--- config.mk ---
export PLATFORM = sky130hd
export DESIGN_NAME = asi_core
export DESIGN_NICKNAME = d
export VERILOG_FILES = /design/src/logic/asi_pkg.sv /design/src/logic/asi_core.sv
export VERILOG_INCLUDE_DIRS = /design/src /design/src/logic
export SDC_FILE = /design/constraint.sdc
export NUM_CORES = 1
export LEC_CHECK = 0
export ABC_AREA = 1
export BUFFER_PORTS_ARGS = -buffer_cell sky130_fd_sc_hd__clkbuf_2
export CAP_MARGIN = 20
export CORE_ASPECT_RATIO = 0.6
export CORE_MARGIN = 4
export CORE_UTILIZATION = 25
export CTS_BUF_LIST = sky130_fd_sc_hd__clkbuf_16
export CTS_CLUSTER_DIAMETER = 50
export DETAILED_ROUTE_END_ITERATION = 16
export PLACE_DENSITY_LB_ADDON = 0.3
export SETUP_SLACK_MARGIN = 0.15
export SLEW_MARGIN = 20
export SYNTH_ARGS = -nofsm -noshare
export SYNTH_HDL_FRONTEND = slang
export SYNTH_SLANG_ARGS = --single-unit
--- constraint.sdc ---
create_clock -name clk_sys -period 3 [get_ports clk_sys]
set_clock_uncertainty 0.15 [all_clocks]
set_input_delay 0.45 -clock clk_sys [delete_from_list [all_inputs] [get_ports clk_sys]]
set_output_delay 0.45 -clock clk_sys [all_outputs]
set_load 0.01 [all_outputs]
--- src/logic/asi_regs.svh ---
`ifndef ASI_REGS_SVH
`define ASI_REGS_SVH
`define ASI_OFS_ACON1 12'h0f4
`define ASI_OFS_ACON2 12'h0f8
`define ASI_OFS_REPORT 12'h140
`define ASI_OFS_CTRL 12'h144
`define ASI_MODE_LO 29
`define ASI_PEAK_LO 22
`define ASI_FUNC0_LO 18
`define ASI_TIME0_LO 16
`define ASI_SRC_ONE_LO 27
`define ASI_POL_ONE 21
`define ASI_DRVN_ONE 19
`define ASI_ACON2_MASK 32'hfffc0000
`define ASI_ACON2_RST 32'h000c0000
`define ASI_CTRL_MASK 32'h0000000f
`endif

--- src/logic/asi_pkg.sv ---
package asi_pkg;
   typedef enum logic [1:0] {ASI_BUS_IDLE = 2'b01, ASI_BUS_ACK = 2'b10} asi_bus_t;
   typedef enum logic [1:0] {
      ASI_FN_OFF = 2'b00, ASI_FN_ONE = 2'b01, ASI_FN_TWO = 2'b10, ASI_FN_LOW = 2'b11
   } asi_func_t;
   typedef struct packed {
      asi_bus_t bus;
      logic [31:0] dat_o;
      logic [31:0] acon1;
      logic [31:0] acon2;
      logic [2:0] act_mode;
      logic [9:0] act_func;
      logic [3:0] dma_en;
      logic [3:0] flush;
      logic [31:0] report;
      logic [1:0] aclk_s;
      logic aclk_d;
      logic [1:0][1:0] bpin_s;
      logic [1:0][1:0] ln_s;
      logic [1:0] ln_d;
      logic [1:0][8:0] cnt;
      logic [1:0] lprev;
      logic [1:0] tick;
      logic [1:0] bck_o;
      logic [1:0] msb_pend;
      logic [1:0][4:0] mask;
      logic [1:0] first;
      logic [4:0] ws;
      logic [4:0] ext;
      logic [1:0] run;
      logic [1:0] ptr_rst;
   } asi_state_t;
endpackage

--- src/logic/asi_core.sv ---
// Implementation choice: the Wishbone register port.
`include "asi_regs.svh"
module asi_core (
   input wire logic clk_sys,
   input wire logic rst_n,
   input wire logic wb_cyc_i,
   input wire logic wb_stb_i,
   input wire logic wb_we_i,
   input wire logic [11:0] wb_adr_i,
   input wire logic [3:0] wb_sel_i,
   input wire logic [31:0] wb_dat_i,
   output logic wb_ack_o,
   output logic [31:0] wb_dat_o,
   input wire logic aclk_pin,
   input wire logic bitclock_pin_one_i,
   output logic bitclock_pin_one_o,
   output logic bitclock_pin_one_oe,
   input wire logic bitclock_pin_two_i,
   output logic bitclock_pin_two_o,
   output logic bitclock_pin_two_oe,
   input wire logic [4:0] frame_line_i,
   output logic [4:0] frame_line_o,
   output logic [4:0] frame_line_oe,
   input wire logic smp_valid,
   input wire logic [4:0] smp_slot,
   input wire logic [7:0] smp_msb,
   input wire logic [1:0] seq_lsb,
   input wire logic [9:0] seq_next_mask,
   input wire logic [1:0] seq_next_first,
   input wire logic [1:0] seq_wrap,
   input wire logic [1:0] prot_hit,
   output logic [1:0] bit_tick,
   output logic [1:0] ptr_reset,
   output logic [1:0] port_run,
   output logic chain_mode,
   output logic [3:0] dma_flush
);
   import asi_pkg::*;

   asi_state_t s;
   asi_state_t n;

   function automatic logic [8:0] div_of(input logic [4:0] c);
      case (c)
         5'h03: div_of = 9'h002;
         5'h04: div_of = 9'h003;
         5'h05: div_of = 9'h004;
         5'h06: div_of = 9'h006;
         5'h07: div_of = 9'h008;
         5'h08: div_of = 9'h00c;
         5'h09: div_of = 9'h010;
         5'h0a: div_of = 9'h018;
         5'h0b: div_of = 9'h020;
         5'h0c: div_of = 9'h030;
         5'h0d: div_of = 9'h040;
         5'h0e: div_of = 9'h060;
         5'h0f: div_of = 9'h080;
         5'h10: div_of = 9'h0c0;
         5'h11: div_of = 9'h100;
         5'h12: div_of = 9'h180;
         default: div_of = 9'h000;
      endcase
   endfunction

   function automatic logic on_for(input logic [2:0] m, input logic i);
      on_for = i ? (m >= 3'h2) : (m != 3'h0 && m != 3'h2);
   endfunction

   function automatic logic [9:0] funcs_of(input logic [31:0] a);
      logic [9:0] f;
      f = '0;
      for (int x = 0; x < 5; x++) begin
         f[2*x +: 2] = a[`ASI_FUNC0_LO - 4*x +: 2];
      end
      return f;
   endfunction

   function automatic logic [31:0] wr_sel(input logic [31:0] o, input logic [31:0] d,
                                         input logic [3:0] sel);
      logic [31:0] r;
      r = o;
      for (int b = 0; b < 4; b++) begin
         if (sel[b]) begin
            r[8*b +: 8] = d[8*b +: 8];
         end
      end
      return r;
   endfunction

   logic [1:0] lvl;
   logic [1:0] tick;
   logic [1:0] evt;
   logic [1:0] pin_in;
   logic [8:0] dv;
   logic [4:0] src;
   logic [1:0] f;
   logic [1:0] tm;
   logic i;
   logic [7:0] mag;
   logic [31:0] setv;
   logic clr;
   logic [11:0] adr;

   always_comb begin
      n = s;
      lvl = '0;
      tick = '0;
      evt = '0;
      dv = '0;
      src = '0;
      f = '0;
      tm = '0;
      i = 1'b0;
      mag = '0;
      setv = '0;
      clr = 1'b0;
      adr = {wb_adr_i[11:2], 2'b00};
      // every pin passes two flops before use
      n.aclk_s = {s.aclk_s[0], aclk_pin};
      n.aclk_d = s.aclk_s[1];
      n.bpin_s[0] = {s.bpin_s[0][0], bitclock_pin_one_i};
      n.bpin_s[1] = {s.bpin_s[1][0], bitclock_pin_two_i};
      n.ln_s[0] = {s.ln_s[0][0], frame_line_i[0]};
      n.ln_s[1] = {s.ln_s[1][0], frame_line_i[4]};
      n.ln_d = {s.ln_s[1][1], s.ln_s[0][1]};
      pin_in[0] = s.bpin_s[0][1] ^ s.acon2[`ASI_POL_ONE];
      pin_in[1] = s.bpin_s[1][1] ^ s.acon2[`ASI_POL_ONE-1];
      for (int k = 0; k < 2; k++) begin
         src = s.acon2[`ASI_SRC_ONE_LO - 5*k +: 5];
         dv = div_of(src);
         if (s.aclk_s[1] && !s.aclk_d) begin
            n.cnt[k] = (s.cnt[k] + 9'h001 >= dv) ? 9'h000 : s.cnt[k] + 9'h001;
         end
         case (src)
            5'h00: lvl[k] = pin_in[k];
            5'h01: lvl[k] = pin_in[1-k];
            5'h02: lvl[k] = s.aclk_s[1];
            // reserved codes stop the clock
            default: lvl[k] = (dv != 9'h000) && (s.cnt[k] < (dv >> 1));
         endcase
         tick[k] = lvl[k] & ~s.lprev[k];
         n.lprev[k] = lvl[k];
         n.bck_o[k] = lvl[k] ^ s.acon2[`ASI_POL_ONE - k];
      end
      n.tick = tick;
      // rising input edges on lines 0 and 4 reset pointers
      evt[0] = (s.ln_s[0][1] & ~s.ln_d[0] & (s.act_func[1:0] == ASI_FN_OFF)) | seq_wrap[0];
      evt[1] = (s.ln_s[1][1] & ~s.ln_d[1] & (s.act_func[9:8] == ASI_FN_OFF)) | seq_wrap[1];
      // locked modes follow interface one's pointer
      if (s.act_mode >= 3'h4) begin
         evt[1] = evt[0];
      end
      n.ptr_rst = evt;
      for (int k = 0; k < 2; k++) begin
         if (!on_for(s.act_mode, k[0])) begin
            n.run[k] = 1'b0;
         end else if (evt[k]) begin
            n.run[k] = 1'b1;
         end
         if (tick[k]) begin
            n.msb_pend[k] = seq_lsb[k];
            if (seq_lsb[k]) begin
               n.mask[k] = seq_next_mask[5*k +: 5];
               n.first[k] = seq_next_first[k];
            end
         end
      end
      for (int x = 0; x < 5; x++) begin
         f = s.act_func[2*x +: 2];
         tm = s.acon1[`ASI_TIME0_LO - 4*x +: 2];
         i = (f == ASI_FN_TWO);
         if (f == ASI_FN_OFF || f == ASI_FN_LOW || !s.run[i]) begin
            n.ws[x] = 1'b0;
            n.ext[x] = 1'b0;
         end else if (tick[i]) begin
            n.ext[x] = 1'b0;
            case (tm)
               2'b00: if (seq_lsb[i]) n.ws[x] = seq_next_mask[5*i + x];
               2'b01: if (s.msb_pend[i]) n.ws[x] = s.mask[i][x];
               2'b10: n.ws[x] = seq_lsb[i] & seq_next_mask[5*i + x];
               // msb pulse, doubled in first slot
               default: begin
                  n.ws[x] = (s.msb_pend[i] & s.mask[i][x]) | s.ext[x];
                  n.ext[x] = s.msb_pend[i] & s.mask[i][x] & s.first[i];
               end
            endcase
         end
      end
      if (s.act_mode == 3'h0 || |prot_hit) begin
         n.act_mode = s.acon1[`ASI_MODE_LO +: 3];
         n.act_func = funcs_of(s.acon1);
      end
      // magnitude against limit, -128 always exceeds
      mag = smp_msb[7] ? 8'(-smp_msb) : smp_msb;
      if (smp_valid && mag > {1'b0, s.acon1[`ASI_PEAK_LO +: 7]}) begin
         setv = 32'h00000001 << smp_slot;
      end
      case (s.bus)
         ASI_BUS_IDLE: begin
            if (wb_cyc_i && wb_stb_i) begin
               n.bus = ASI_BUS_ACK;
               n.dat_o = '0;
               case (adr)
                  `ASI_OFS_ACON1: begin
                     n.dat_o = s.acon1;
                     if (wb_we_i) n.acon1 = wr_sel(s.acon1, wb_dat_i, wb_sel_i);
                  end
                  `ASI_OFS_ACON2: begin
                     n.dat_o = s.acon2;
                     if (wb_we_i) begin
                        n.acon2 = wr_sel(s.acon2, wb_dat_i, wb_sel_i) & `ASI_ACON2_MASK;
                     end
                  end
                  `ASI_OFS_REPORT: begin
                     n.dat_o = s.report;
                     clr = !wb_we_i;
                  end
                  `ASI_OFS_CTRL: begin
                     n.dat_o = {22'h000000, s.run, 1'b0, s.act_mode, s.dma_en};
                     if (wb_we_i) begin
                        n.dma_en = 4'(wr_sel({28'h0000000, s.dma_en}, wb_dat_i, wb_sel_i)
                                      & `ASI_CTRL_MASK);
                     end
                  end
                  default: n.dat_o = '0;
               endcase
            end
         end
         ASI_BUS_ACK: n.bus = ASI_BUS_IDLE;
         default: n.bus = ASI_BUS_IDLE;
      endcase
      // sticky bits, set wins over the read clear
      n.report = (clr ? 32'h00000000 : s.report) | setv;
      n.flush = s.dma_en & ~n.dma_en;
   end

   always_ff @(posedge clk_sys) begin
      if (!rst_n) begin
         s <= '0;
         s.acon2 <= `ASI_ACON2_RST;
         s.bus <= ASI_BUS_IDLE;
      end else begin
         s <= n;
      end
   end

   assign wb_ack_o = (s.bus == ASI_BUS_ACK);
   assign wb_dat_o = s.dat_o;
   assign bitclock_pin_one_o = s.bck_o[0];
   assign bitclock_pin_two_o = s.bck_o[1];
   // pin drive bits are active low
   assign bitclock_pin_one_oe = ~s.acon2[`ASI_DRVN_ONE];
   assign bitclock_pin_two_oe = ~s.acon2[`ASI_DRVN_ONE-1];
   assign frame_line_o = s.ws;
   assign frame_line_oe = {|s.act_func[9:8], |s.act_func[7:6], |s.act_func[5:4],
                           |s.act_func[3:2], |s.act_func[1:0]};
   assign bit_tick = s.tick;
   assign ptr_reset = s.ptr_rst;
   assign port_run = s.run;
   assign chain_mode = (s.act_mode == 3'h7);
   assign dma_flush = s.flush;
endmodule

==> results of run 1 <==
stage by stage:
stage	utilization	hold WS, ns	worst slack, ns	cell area, µm²
after floorplan	-	0.240	0.454	11200
after global placement	0.278	0.255	0.166	12200
after detailed placement	0.278	0.271	0.126	12200
after CTS	0.303	0.00340	0.163	13200
after global routing	0.310	0.0162	0.0989	13600
final	0.310	0.0302	0.228	13600
tightest hold or removal path, delay by kind of cell:
family                 cells  cell delay, ns
buffers and inverters      1            0.11
and+or+nand+nor            2            0.14
logic make-up (layout without fill, tap and decap cells):
| logic type | after synthesis | in the layout | synth area share |
|---|---|---|---|
| and+or+nand+nor | 653 | 653 | 0.259 |
| xor gates and xnor gates | 20 | 20 | 0.0157 |
| DFF | 207 | 207 | 0.372 |
| other | 0 | 1 | 0 |
| muxes | 3 | 3 | 0.00269 |
| AOI/OAI and AO/OA | 328 | 328 | 0.169 |
| buffers and inverters | 300 | 427 | 0.119 |
| adders and majority gates | 56 | 56 | 0.0628 |
power by group:
part           internal [mW]  switching, mW  leakage, nW  total [mW]
Sequential              2.77         0.0121         1.68        2.78
Combinational          0.145          0.271         3.38       0.415
Clock                   1.81           1.28        0.432        3.10
Total                   4.73           1.57         5.49        6.29
worst max path at each step:
stage | to | slack [ns] | start
after floorplan | s[39] | 0.45 | s[34]
after global placement | s[23] | 0.17 | s[140]
after detailed placement | s[79] | 0.13 | smp_msb[0]
after CTS | s[40] | 0.16 | s[36]
after global routing | s[40] | 0.1 | s[34]
final | s[40] | 0.23 | s[34]
layout by cell type (no fill, tap or decap), types with 49 or more instances in the layout:
cell / instances
inv_1: 173
a21oi_1: 143
clkbuf_2: 145
dfxtp_1: 200
nand2_1: 281
nor2_1: 148
nand4_1: 70
ha_1: 49
o21ai_0: 83
nand3_1: 55
routing by layer:
| layer | share of wire | wire (µm) | GRT usage |
|---|---|---|---|
| met5 | 0.0023 | 86 | 0 |
| met4 | 0.031 | 1170 | 0.0442 |
| met3 | 0.068 | 2550 | 0.0388 |
| met2 | 0.41 | 15400 | 0.225 |
| met1 | 0.49 | 18600 | 0.217 |
sequential cells by signal, indices dropped and copies added (netlist names), named ones only:
signal and count:
dma_flush 4, ptr_reset 2, f 2, bitclock_pin_one_o 1, bit_tick 2, n 8, wb_dat_o 32, frame_line_o 5
s 139, port_run 2, bitclock_pin_two_o 1
timing repair:
item / CTS / global route
endpoints found under the hold margin: 25 / 1
setup endpoints to repair: 5 / 39
gates cloned: 0 / 1
hold buffers: 23 / 1
buffers inserted: 0 / 8
pin swaps: 0 / 9
gates resized for setup: 2 / 62
cell type report:
type / count / area (µm²)
Clock inverter: 20 / 169
Timing Repair Buffer: 197 / 1230
Clock buffer: 27 / 676
Antenna cell: 1 / 2.50
Sequential cell: 207 / 4160
Fill cell: 4789 / 30100
Multi-Input combinational cell: 1060 / 5890
Inverter: 183 / 701
Tap cell: 579 / 724
==> flow_summary.yaml, run 1 <==
status:
  status: "complete, no violations"
detailed_routing:
  drc: 0
  wire_per_inst_um: 16.6
  ant_nets: 0
  vias: 10800
  avgViaCountPerCell: 4.77
  wirelength_um: 37800
  drt_pre_antenna_iters: 5
  drt_iter0_markers: 763
critical_path:
  cp-start-kind: "register"
  worstPathMaxFanout: 7
  crit_slowest_cell: "dfxtp_4"
  worst_ep_required_time_ns: 3.33
  path_depth: 16
  path_cells: "ha_2, nand3_2, nor2_2, xor2_1, inv_1, ha_1, nand2_2, nor2_2, nand3b_1, o2111ai_2, a21oi_2, buf_6, nand2_1, nor2_1, a21oi_1, nor2_1"
  r2r_end: "s[40]"
  crit_type: "reg -> reg"
  rr_worst_depth: 16
  cp_data_arrival_time_ns: 3.10
  r2r_start: "s[34]"
  r2r_slack_ns: 0.23
  cp_slowest_stage_delay_ns: 0.39
  cp_top_family: "simple AND/OR/NAND/NOR gates"
  cp_num_buf_inv: 2
  worstSetupEndpointType: "register"
min_path:
  hp-class: "in -> reg"
  hold_path_end: "s[166]"
  hold_start: "wb_dat_i[16]"
  hold_depth: 3
clock_network:
  htreeDepth: 1
  path_clk_slew_ns: 0.06
  cts_buffer_depth: 3
  root_buffer: "clkbuf_16"
  clock_latency_ns: 0.56
  clock_sinks: 207
  cts_tree: "yes"
  numCtsBuffers: 27
timing:
  slew_violations: 0
  tightest_slew_ns: 0.877
  fmax_mhz: 361
  grt_setup_unrepaired: "no"
  hold_violations: 0
  finalSetupTns_ns: 0
  fin_crit_sh: 0.924
  slew_headroom: 0.411
  finalCriticalPeriod_ns: 2.77
  setup_viol: 0
logic_synthesis:
  synthCells: 1567
  synth-async-reset-ratio: 0
  syn-cell-area_mm2: 0.0112
  yosysMostFrequentCell: "nand2_1"
  ys_types: 52
  ys_ff_latch: 207
  seq_area_frac_synth: 0.372
  yosysTopAreaCellShare: 0.372
  synth-main-ff-cell: "dfxtp_1"
  synthTopCellsByArea: "dfxtp_1 (37%), nand2_1 (9.9%), a21oi_1 (6.6%)"
  ys_warn_count: 0
  syn_nets: 1716
  yosys.area.top_type: "dfxtp_1"
  synth_area_per_cell_um2: 7.12
  yosys-top-cells-count: "nand2_1 (293), dfxtp_1 (207), inv_1 (172)"
  synth-edff-count: 0
floorplanning:
  ios: 151
  core_area_mm2: 0.0437
  die_area_mm2: 0.0482
  rows: 59
  start_util: 0.255
  dieHeight_um: 172
  die_w_um: 281
final_layout:
  layout-drive-gt1-share: 0.175
  finalNonFillerCells: 2274
  syn2layout_area_growth_pct: 21.6
  num-nets-final: 1825
pwr:
  p_leak_nw: 5.49
  peakVddDrop_mv: 0.340
  power_mw: 6.29
  power.density_mw_per_mm2: 464
placement:
  dp_hpwl_um: 28600
  dp_cells: 2193
  port_buffers: 145
  place.gp.congestion: 0.880
global_routing:
  grt_start_max_net_pins: 90
  overflow: 0
  grt_pass1_vias: 10300
  antenna_found_initial: 8
  grt_pass1_wl_um: 58000
  grt_usage: 0.152
job:
  maxCapViolCount: 0
Power figures use the tool's default switching activity.
==> inputs of run 2 (changes only) <==
--- a/config.mk
+++ b/config.mk
@@ -12,7 +12,7 @@
 export CORE_ASPECT_RATIO = 0.6
 export CORE_MARGIN = 4
 export CORE_UTILIZATION = 25
-export CTS_BUF_LIST = sky130_fd_sc_hd__clkbuf_16
+export CTS_BUF_LIST = sky130_fd_sc_hd__clkbuf_8 sky130_fd_sc_hd__clkbuf_16
 export CTS_CLUSTER_DIAMETER = 50
 export DETAILED_ROUTE_END_ITERATION = 16
 export PLACE_DENSITY_LB_ADDON = 0.3
==> run 2 against run 1 <==
Sequential share of layout area decreased by 0.11 points. Routed wire length about the same. Final cell count unchanged. Core utilization increased by 0.11 points. Worst hold slack got worse by 0.0040 ns. Largest cell class unchanged. Non-clock buffer count unchanged. Die area unchanged. Combinational power about the same. Fmax increased by 0.25%. Clock-buffer cell count increased by 5. First-iteration DRC count decreased by 3.1%.
==> flow_summary.yaml, run 2 (synthesis gave the netlist of run 1 again) <==
status:
  status: "complete, no violations"
detailed_routing:
  wirelength_um: 37800
  drt_iter0_markers: 739
  ant_nets: 0
  vias: 10800
  drt_pre_antenna_iters: 5
  avgViaCountPerCell: 4.76
  drc: 0
  wire_per_inst_um: 16.6
floorplanning:
  dieHeight_um: 172
  start_util: 0.255
  ios: 151
  core_area_mm2: 0.0437
  die_w_um: 281
  rows: 59
  die_area_mm2: 0.0482
min_path:
  hp-class: "in -> reg"
final_layout:
  max_flop_register: "s"
  largest_reg_flops: 139
  layout-drive-gt1-share: 0.178
  mostFrequentLayoutCell: "nand2_1"
  finish.utilization: 0.311
  syn2layout_area_growth_pct: 22.1
  final_cell_mix: "nand2_1 (281), dfxtp_1 (200), inv_1 (173)"
  num-nets-final: 1825
timing:
  slew_headroom: 0.418
  fin_crit_sh: 0.922
  slew_violations: 0
  setup_viol: 0
  tightest_slew_ns: 0.865
  finalSetupTns_ns: 0
  fmax_mhz: 362
  hold_violations: 0
  grt_setup_unrepaired: "no"
  finalCriticalPeriod_ns: 2.76
  setup_slack_ns: 0.235
global_routing:
  grt_pass1_wl_um: 58000
  grt_start_max_net_pins: 90
  grt_pass1_vias: 10300
  grt_usage: 0.152
  antenna_found_initial: 8
  overflow: 0
critical_path:
  worstPathMaxFanout: 7
  cp-start-kind: "register"
  worst_ep_required_time_ns: 3.33
  crit_slowest_cell: "dfxtp_4"
  cp_slowest_stage_delay_ns: 0.39
  cp_data_arrival_time_ns: 3.10
  crit_type: "reg -> reg"
  cp_top_family: "simple AND/OR/NAND/NOR gates"
  worstSetupEndpointType: "register"
  path_cells: "ha_2, nand3_2, nor2_2, xor2_1, inv_1, ha_1, nand2_2, nor2_2, nand3b_1, o2111ai_2, a21oi_2, buf_6, nand2_1, nor2_1, a21oi_1, nor2_1"
  cp_num_buf_inv: 2
pwr:
  p_leak_nw: 5.52
  power.density_mw_per_mm2: 472
  peakVddDrop_mv: 0.340
  power_mw: 6.43
clock_network:
  cts_buffer_depth: 3
  htreeDepth: 1
  clock_sinks: 207
  path_clk_slew_ns: 0.06
  cts_tree: "yes"
  clock_latency_ns: 0.56
  numCtsBuffers: 27
  root_buffer: "clkbuf_16"
placement:
  dp_slack_ns: 0.126
  port_buffers: 145
  place.gp.congestion: 0.880
  dp_hpwl_um: 28600
job:
  maxCapViolCount: 0
==> run 2: changes by cell type in the layout (fill, tap and decap cells not counted), sizes merged <==
cell / before / now
clkbuf: 173 / 178
clkinv: 11 / 6
==> run 2: through the flow <==
step	instances	hold slack (ns)	area, µm²
2_1_floorplan	1567	0.240	11200
3_3_place_gp	2193	0.255	12200
3_5_place_dp	2193	0.271	12200
4_1_cts	2263	0.00340	13300
5_1_grt	2274	0.0162	13600
6_report	2274	0.0262	13600
==> run 2: metal layers <==
metal,wire length (µm),vias to the layer above,track usage
met5,86,-,0
met4,1170,14,0.0442
met3,2560,72,0.0388
met2,15400,309,0.226
met1,18600,5002,0.218
li1,-,5434,-
==> run 2: path summary, 6_finish.rpt <==
path | from | to | slack [ns] | cells after the start
max reg2reg | s[34] | s[40] | 0.24 | 16
min | wb_dat_i[16] | s[166] | 0.03 | 3
max | s[34] | s[40] | 0.24 | 16
min reg2reg | n[55] | n[52] | 0.27 | 2
==> run 2: area by class of cell <==
type | instances | area, µm²
fillers | 4781 | 30100
multi-input cells | 1060 | 5890
flip-flops and latches | 207 | 4160
repair buffers | 197 | 1230
clock buffers | 32 | 744
well taps | 579 | 724
inverters | 183 | 701
clock inverters | 15 | 150
diodes | 1 | 2.50
==> run 2: report_power, final <==
part	switching, mW	internal (mW)	total (mW)
clock	1.29	1.94	3.23
combinational	0.270	0.145	0.415
sequential	0.0122	2.77	2.78
==> run 2: timing repair <==
item,in CTS,in global routing
setup buffers,0,8
hold endpoints to repair,25,1
gates cloned,0,1
resized for setup,2,62
pin swaps,0,9
endpoints found under the setup margin,5,39
hold buffers,23,1
==> run 2: worst register-to-register path, cell delays in order, from the launching register on <==
cell	delay (ns)
dfxtp_4	0.39
ha_2	0.21
nand3_2	0.11
nor2_2	0.14
xor2_1	0.16
inv_1	0.08
ha_1	0.34
nand2_2	0.12
nor2_2	0.04
nand3b_1	0.11
o2111ai_2	0.18
a21oi_2	0.18
buf_6	0.15
nand2_1	0.09
nor2_1	0.14
a21oi_1	0.05
nor2_1	0.08
